### src/trap_vector_regs.svh
// trap vector codes, idle code and vector field width
`ifndef TRAP_VECTOR_REGS_SVH
`define TRAP_VECTOR_REGS_SVH
`define VEC_WIDTH 4
`define VEC_MASTER_CLEAR 4'h0
`define VEC_PAGE_FAULT 4'h1
`define VEC_PROTECT_VIOL 4'h2
`define VEC_RING_DOWN 4'h3
`define VEC_PAGE_USED 4'h4
`define VEC_WRITE_IN_PAGE 4'h5
`define VEC_PANEL_INT 4'he
`define VEC_MACRO_INT 4'hf
`define VEC_IDLE 4'h0
`endif

### src/trap_vector_pkg.sv
// types shared by the trap priority logic
package trap_vector_pkg;
  typedef enum logic [1:0] {
    GRP_NONE,
    GRP_ONE,
    GRP_TWO,
    GRP_THREE
  } group_sel_t;

  typedef struct packed {
    logic protectViolation;
    logic ringDown;
  } group_one_cond_t;

  typedef struct packed {
    logic pageFault;
    logic pageUsed;
    logic writeInPage;
  } group_two_cond_t;

  typedef struct packed {
    logic masterClear;
    logic panelInterrupt;
    logic macroInterrupt;
  } group_three_cond_t;

  typedef struct packed {
    logic groupOne;
    logic groupTwo;
    logic groupThree;
  } group_flags_t;
endpackage

### src/microcode_trap_priority_vectoring.sv
// trap grouping, break request and prioritised vector drive for the microsequencer
`timescale 1ns/1ps
`include "trap_vector_regs.svh"

module microcode_trap_priority_vectoring (
  input wire logic mclk,
  input wire logic rst,
  input wire logic clkEn,
  input wire trap_vector_pkg::group_one_cond_t groupOneCond,
  input wire trap_vector_pkg::group_two_cond_t groupTwoCond,
  input wire trap_vector_pkg::group_three_cond_t groupThreeCond,
  input wire logic sequenceBreakTrap,
  input wire logic secondCyclePhase,
  output logic groupOnePending,
  output logic groupTwoPending,
  output logic groupThreePending,
  output logic breakRequest,
  output logic groupOneVectorEnable,
  output logic groupTwoVectorEnable,
  output logic groupThreeVectorEnable,
  output logic [`VEC_WIDTH-1:0] vectorLines,
  output logic vectorLinesValid
);

  // timing of the trap path, one line per sampling edge
  //   edge n     : raw conditions sampled; pending flags and break request
  //                show one cycle later, so the clock generator always sees
  //                them a cycle behind the condition that caused them
  //   edge n+k   : the clock generator answers with the trap signal, lined
  //                up with a second cycle phase; k is set by its own pacing
  //   edge n+k+1 : trap and phase marker are sampled high together here;
  //                one group enable and its vector are registered
  //   edge n+k+2 : enables drop again unless trap and phase still stand
  // priority is taken from the raw conditions, not from the registered
  // pending flags; this saves a cycle between break request and vector,
  // at the cost that a condition dropping right at the slot edge lets a
  // lower group drive instead, which is the intended fallback
  // with nothing pending in the slot, no enable and no vector are given
  // master clear shares code zero with idle lines; the address controller
  // must qualify the lines with the valid flag or with the enables
  // page used and write in page sit in group two below page fault, since
  // all three are paging traps taken by the same service path
  // codes 06 to 15 (octal) are spare and are never produced by any group
  // clock enable low freezes every flop, so a frozen slot keeps its vector
  // and a frozen idle block ignores conditions until the enable returns
  // reset clears every output; no pending condition survives it, and a
  // condition still standing is picked up on the first enabled edge
  // the enables are registered, so the vector lines never see two groups
  // driving even for part of a cycle; the price is one cycle of latency
  // the block holds no counters and no memory; all state is recomputed
  // on every enabled edge from the inputs sampled there

  // highest-priority condition inside a group picks that group's code
  function automatic logic [`VEC_WIDTH-1:0] oneVector(
    input trap_vector_pkg::group_one_cond_t c);
    if (c.protectViolation) begin
      oneVector = `VEC_PROTECT_VIOL;
    end else if (c.ringDown) begin
      oneVector = `VEC_RING_DOWN;
    end else begin
      oneVector = `VEC_IDLE;
    end
  endfunction

  // group two: page fault first, then the two paging traps
  function automatic logic [`VEC_WIDTH-1:0] twoVector(
    input trap_vector_pkg::group_two_cond_t c);
    if (c.pageFault) begin
      twoVector = `VEC_PAGE_FAULT;
    end else if (c.pageUsed) begin
      twoVector = `VEC_PAGE_USED;
    end else begin
      twoVector = `VEC_WRITE_IN_PAGE;
    end
  endfunction

  // group three: clear first, then panel, then macro interrupt
  function automatic logic [`VEC_WIDTH-1:0] threeVector(
    input trap_vector_pkg::group_three_cond_t c);
    if (c.masterClear) begin
      threeVector = `VEC_MASTER_CLEAR;
    end else if (c.panelInterrupt) begin
      threeVector = `VEC_PANEL_INT;
    end else begin
      threeVector = `VEC_MACRO_INT;
    end
  endfunction

  // group flags, priority select and the chosen group's code
  trap_vector_pkg::group_flags_t pend;
  trap_vector_pkg::group_sel_t sel;
  logic [`VEC_WIDTH-1:0] selVector;

  // next values, one per output flop
  logic next_groupOnePending;
  logic next_groupTwoPending;
  logic next_groupThreePending;
  logic next_breakRequest;
  logic next_groupOneVectorEnable;
  logic next_groupTwoVectorEnable;
  logic next_groupThreeVectorEnable;
  logic [`VEC_WIDTH-1:0] next_vectorLines;
  logic next_vectorLinesValid;

  // pending flags follow the raw conditions, never the enables
  always_comb begin
    pend.groupOne = |groupOneCond;
    pend.groupTwo = |groupTwoCond;
    pend.groupThree = |groupThreeCond;
  end

  // fixed priority; a single select makes overlapping enables impossible
  always_comb begin
    sel = trap_vector_pkg::GRP_NONE;
    selVector = `VEC_IDLE;
    if (pend.groupOne) begin
      sel = trap_vector_pkg::GRP_ONE;
      selVector = oneVector(groupOneCond);
    end else if (pend.groupTwo) begin
      sel = trap_vector_pkg::GRP_TWO;
      selVector = twoVector(groupTwoCond);
    end else if (pend.groupThree) begin
      sel = trap_vector_pkg::GRP_THREE;
      selVector = threeVector(groupThreeCond);
    end
  end

  // the drive slot: trap up and second phase sampled in the same cycle
  logic driveSlot;
  assign driveSlot = sequenceBreakTrap && secondCyclePhase;

  // pending flags and break request: next values
  always_comb begin
    next_groupOnePending = pend.groupOne;
    next_groupTwoPending = pend.groupTwo;
    next_groupThreePending = pend.groupThree;
    next_breakRequest = pend.groupOne | pend.groupTwo | pend.groupThree;
  end

  // pending registers run whether or not a trap slot is open
  always_ff @(posedge mclk or posedge rst) begin
    if (rst) begin
      groupOnePending <= 1'b0;
      groupTwoPending <= 1'b0;
      groupThreePending <= 1'b0;
      breakRequest <= 1'b0;
    end else if (clkEn) begin
      groupOnePending <= next_groupOnePending;
      groupTwoPending <= next_groupTwoPending;
      groupThreePending <= next_groupThreePending;
      breakRequest <= next_breakRequest;
    end
  end

  // vector enables: next values, only inside the drive slot
  always_comb begin
    next_groupOneVectorEnable = 1'b0;
    next_groupTwoVectorEnable = 1'b0;
    next_groupThreeVectorEnable = 1'b0;
    if (driveSlot) begin
      case (sel)
        trap_vector_pkg::GRP_ONE: begin
          next_groupOneVectorEnable = 1'b1;
        end
        trap_vector_pkg::GRP_TWO: begin
          next_groupTwoVectorEnable = 1'b1;
        end
        trap_vector_pkg::GRP_THREE: begin
          next_groupThreeVectorEnable = 1'b1;
        end
        default: begin
          next_groupOneVectorEnable = 1'b0;
        end
      endcase
    end
  end

  // enable registers; a single select keeps them one-hot or clear
  always_ff @(posedge mclk or posedge rst) begin
    if (rst) begin
      groupOneVectorEnable <= 1'b0;
      groupTwoVectorEnable <= 1'b0;
      groupThreeVectorEnable <= 1'b0;
    end else if (clkEn) begin
      groupOneVectorEnable <= next_groupOneVectorEnable;
      groupTwoVectorEnable <= next_groupTwoVectorEnable;
      groupThreeVectorEnable <= next_groupThreeVectorEnable;
    end
  end

  // vector lines and valid flag follow the same slot and select
  always_comb begin
    next_vectorLines = `VEC_IDLE;
    next_vectorLinesValid = 1'b0;
    if (driveSlot && (sel != trap_vector_pkg::GRP_NONE)) begin
      next_vectorLines = selVector;
      next_vectorLinesValid = 1'b1;
    end
  end

  // vector registers; idle code with valid low outside the slot
  always_ff @(posedge mclk or posedge rst) begin
    if (rst) begin
      vectorLines <= `VEC_IDLE;
      vectorLinesValid <= 1'b0;
    end else if (clkEn) begin
      vectorLines <= next_vectorLines;
      vectorLinesValid <= next_vectorLinesValid;
    end
  end

endmodule // microcode_trap_priority_vectoring

### config.mk
export PLATFORM = sky130hd
export DESIGN_NAME = microcode_trap_priority_vectoring
export DESIGN_NICKNAME = d
export VERILOG_FILES = /design/src/trap_vector_pkg.sv /design/src/microcode_trap_priority_vectoring.sv
export VERILOG_INCLUDE_DIRS = /design/src
export SDC_FILE = /design/constraint.sdc
export NUM_CORES = 1
export LEC_CHECK = 0
export ABC_AREA = 1
export BUFFER_PORTS_ARGS = -buffer_cell sky130_fd_sc_hd__buf_4
export CELL_PAD_IN_SITES_DETAIL_PLACEMENT = 0
export CELL_PAD_IN_SITES_GLOBAL_PLACEMENT = 1
export CORE_AREA = 2 2 50 52
export CTS_BUF_LIST = sky130_fd_sc_hd__clkbuf_16
export DETAILED_ROUTE_END_ITERATION = 8
export DIE_AREA = 0 0 52 54
export PLACE_DENSITY = 0.74
export SLEW_MARGIN = 25
export SYNTH_ARGS = -nofsm -noshare
export SYNTH_HDL_FRONTEND = slang
export SYNTH_SLANG_ARGS = --single-unit
### constraint.sdc
create_clock -name mclk -period 0.8 [get_ports mclk]
set_clock_uncertainty 0.2 [all_clocks]
set_input_delay 0 -clock mclk [delete_from_list [all_inputs] [get_ports mclk]]
set_output_delay 0 -clock mclk [all_outputs]
set_load 0.01 [all_outputs]
### Yosys cells after proc, flatten, opt, wreduce, memory -nomap -nowiden

Cells that the tools add are included.

| operators by class | value |
|---|---|
| add/subtract/negate cells | 0 |
| multipliers | 0 |
| div/mod/pow operators | 0 |
| magnitude comparators | 0 |
| eq/ne operators | 3 |
| shift operators | 0 |
| mux-type cells | 20 |
| bitwise logic cells | 2 |
| reduce and logical (&&, ||, !) cells | 6 |

Operators with widths:

| operator | number |
|---|---|
| 4-bit 2-to-1 mux | 5 |
| 2-bit 2-to-1 mux | 5 |
| 1-bit 2-to-1 mux | 9 |
| 3-bit OR reduction | 2 |
| 2-bit == test, second input constant | 2 |
| 3-bit 2-to-1 mux | 1 |
| 2-bit by 1-bit == test with 1-bit output, second input constant | 1 |
| 1-bit logical AND | 2 |
| 1-bit OR | 2 |
| 2-bit nonzero test | 1 |
| 2-bit OR reduction | 1 |

| word-level totals | value |
|---|---|
| register bits | 12 |
| latch bits | 0 |
| bits in writable memories | 0 |
| ROM bits | 0 |
| bits of input ports | 13 |
| output and inout port bits | 12 |
| logic and storage cells | 40 |
| memories | 0 |

### Depth between registers and ports, before layout

| depth | value |
|---|---|
| depth in word-level cells | 7 |
| depth in mapped cells | 7 |
| mapped depth without buffers | 7 |

### Worst setup path after synthesis

No wires, ideal clock.

| path | value |
|---|---|
| kind | register to register |
| from | register, netlist name groupThreePending |
| to | register groupThreePending |
| setup time | 0.132 ns |
| data arrival time | 0.516 ns |
| required time | 0.468 ns |
| slack | -0.047 ns |
| cell stages (with the launch flop) | 3 |
| path buffers | 0 |
| clock period less this slack | 0.847 ns |
| cells stage by stage | dfrtp_1 nand2_1 o21ai_0 |

RTL lines:

| element | line | RTL |
|---|---|---|
| end signal: assignment | microcode_trap_priority_vectoring.sv:150 | `groupThreePending <= next_groupThreePending;` |
| end: declaration | microcode_trap_priority_vectoring.sv:16 | `output logic groupThreePending,` |

### Final worst setup path

| path | value |
|---|---|
| from | register groupOnePending |
| to | output groupOnePending |

RTL lines:

| element | line | RTL |
|---|---|---|
| start: declaration | microcode_trap_priority_vectoring.sv:14 | `output logic groupOnePending,` |
| start signal: assignment | microcode_trap_priority_vectoring.sv:148 | `groupOnePending <= next_groupOnePending;` |

No word-level cell between the ends.

==> impl_metrics.json <==
{
  "viasPerCell": 4.09,
  "clkTransAtPathRegs_ps": 40,
  "synth_area_per_cell_um2": 7.80,
  "peakVddDrop_mv": 0.915,
  "leakage_uw": 0.000567,
  "synthTopCellsByCount": "33 x nand2_1, 12 x dfrtp_1, 9 x inv_1",
  "antenna_cells": 0,
  "period_minus_slack_ps": 960,
  "worst_path_max_delay_cell": "dfrtp_1",
  "stdcell_area_um2": 1090,
  "cp_slowest_stage_delay_ps": 400,
  "grt_pass1_wl_um": 2390,
  "path_delay_family": "flip-flops",
  "slew_viol_final": 0,
  "worst-path-buf-inv": 1,
  "route.detailed.drc": 0,
  "yosysWarnings": 0,
  "synth_top_cell_by_area": "dfrtp_1",
  "grt_use_total_pct": 12.2,
  "synth-compound-area-share_pct": 5.00,
  "grt_pass1_vias": 606,
  "path_max_fanout": 2,
  "coreArea_um2": 2320,
  "die_y_um": 54,
  "die_area_um2": 2810,
  "synth.area.mux_share_pct": 0,
  "setup_violations": 21,
  "overflow": 0,
  "place.gp.congestion": 0.737,
  "worstPathCellList": "buf_6",
  "finalHoldViolCount": 12,
  "synth_edf_count": 0,
  "end_kind": "output port",
  "violations": "negative hold slack, negative setup slack",
  "placed_cell_area_um2": 873,
  "dp_worst_setup_slack_ps": -219,
  "rsz0062_at_grt": "true",
  "drt_first_pass_iters": 4,
  "worstHoldStart": "clkEn",
  "nFillCells": 233,
  "area_growth_pct": 81.2,
  "p_seq_share_pct": 35.8,
  "initialDrtViolationCount": 2,
  "grt_max_degree": 13,
  "row_count": 18,
  "cts_hold_buf": 1,
  "die_w_um": 52,
  "swShare_pct": 21.0,
  "clk_latency_ps": 230,
  "dpl.hpwl_um": 1130,
  "switchingPower_uw": 394,
  "timing.hold.ws_ps": -169,
  "netlist.area_leader.share_pct": 50.0,
  "fin_crit_sh_pct": 120,
  "synthTopCellsByArea": "dfrtp_1 50%, nand2_1 21%, inv_1 5.6%",
  "ff2ff_setup_slack_ps": -140,
  "reg2reg_from": "groupThreeVectorEnable$_DFFE_PP0P_",
  "ys_types": 14,
  "synth_ff_type": "dfrtp_1",
  "cts-root-buf": "clkbuf_16",
  "yosysMostFrequentCell": "nand2_1",
  "clockPowerShare_pct": 46.6,
  "seq_area_frac_synth_pct": 50.0,
  "drive_gt1_share_pct": 50.0,
  "netlist_instances": 77,
  "outcome": "finished with violations",
  "timing.fmax_mhz": 1040,
  "synth_top_family_by_area": "simple AND/OR/NAND/NOR gates",
  "cp_data_arrival_time_ps": 760,
  "max_cap_violations": 0,
  "drt-wirelength-per-cell_um": 9.26,
  "synth-simple-area-share_pct": 37.9,
  "setup_ws_ps": -160,
  "vias": 605,
  "io_buffer_count": 24,
  "hold_path_class": "in -> reg",
  "power.density_nw_per_um2": 1720,
  "required_ps": 600,
  "syn_nets": 90,
  "routed_wl_um": 1370,
  "relSlewSlack_pct": 89.6,
  "tightest_slew_ps": 155,
  "antenna_found_initial": 0,
  "path_class": "reg -> out",
  "ys_seq_elements": 12,
  "clock_sinks": 12,
  "htree_levels": 1,
  "clockBufferDepth": 2,
  "critPathLaunch": "groupOnePending$_DFFE_PP0P_",
  "final_nets": 133,
  "start_util_pct": 25.9,
  "synth-async-reset-ratio_pct": 100,
  "antenna_left": 0,
  "p_comb_share_pct": 17.6,
  "final_util_pct": 46.9,
  "internal_power_uw": 1480,
  "start_kind": "flop",
  "netlist_area_um2": 601,
  "io_pins": 25,
  "synth_fa_ha_area_share_pct": 0,
  "cts_tree": "yes",
  "synthXorXnorAreaFrac_pct": 0,
  "numCtsBuffers": 3
}
-- final cells by class --
| type | instances | area [um^2] | area share [%] |
|---|---|---|---|
| Timing Repair Buffer | 39 | 359 | 33.0 |
| Sequential cell | 12 | 300 | 27.6 |
| Multi-Input combinational cell | 54 | 279 | 25.6 |
| Clock buffer | 3 | 75.1 | 6.90 |
| Inverter | 10 | 37.5 | 3.45 |
| Tap cell | 30 | 37.5 | 3.45 |
-- registers in the layout, summed over array words and instances, names as in the netlist --
name / cells
vectorLines: 4
breakRequest: 1
vectorLinesValid: 1
groupThreeVectorEnable: 1
groupOnePending: 1
groupThreePending: 1
groupOneVectorEnable: 1
groupTwoPending: 1
groupTwoVectorEnable: 1
-- cells in the final DEF, fill, tap and decap left out --
master	n
a21oi_1	1
buf_4	21
buf_6	17
clkbuf_16	3
dfrtp_1	12
dlygate4sd3_1	1
inv_1	9
inv_2	1
nand2_1	26
nand2_2	7
nand3_1	2
nand3_2	2
nor2_1	3
nor2_2	4
nor2_4	2
nor3_1	1
nor3_2	1
o21ai_1	4
o21ai_2	1
-- power by group through the flow --
stage	logic (uW)	registers, uW	clock network [uW]
floorplan	95.4	686	0
finish	329	672	873
global route	365	674	924
global placement	264	669	0
detailed placement	268	672	0
CTS	317	669	884
-- worst min-delay path: cells and delay by family --
family        cells  cell delay [ps]
buf+inv           1              100
simple gates      2              130
-- final timing paths --
check                                                     end  cells after the start
max                                           groupOnePending                      1
max reg2reg                groupThreeVectorEnable$_DFFE_PP0P_                      3
min in group asynchronous          vectorLines[2]$_DFFE_PP0P_                      4
min reg2reg                        vectorLines[0]$_DFFE_PP0P_                      2
max in group asynchronous        vectorLinesValid$_DFFE_PP0P_                      4
min                               groupTwoPending$_DFFE_PP0P_                      3
-- metal layers --
layer / GRT usage, % / wire length, um
met1: 12.5 / 560
met2: 22.4 / 712
met3: 1.67 / 56
met4: 9.21 / 41
met5: 0 / 0
-- logic make-up after synthesis --
group	count (synthesis)
flip-flops	12
AO/OA/AOI/OAI	6
buffers and inverters	11
AND/OR/NAND/NOR	48
-- per-stage QoR --
stage	total power, uW	cells	setup TNS [ps]
floorplan	781	77	-140
global placement	934	138	-1330
detailed placement	940	138	-1550
CTS	1870	148	-2610
global route	1960	148	-3130
finish	1870	148	-2520
-- what timing repair did --
action	4_1_cts	5_1_grt
buffers inserted	6	0
pin swaps	1	1
endpoints found under the setup margin	16	24
resized for setup	13	12
hold endpoints to repair	24	9
No activity file was read; power rests on OpenSTA's default activity.
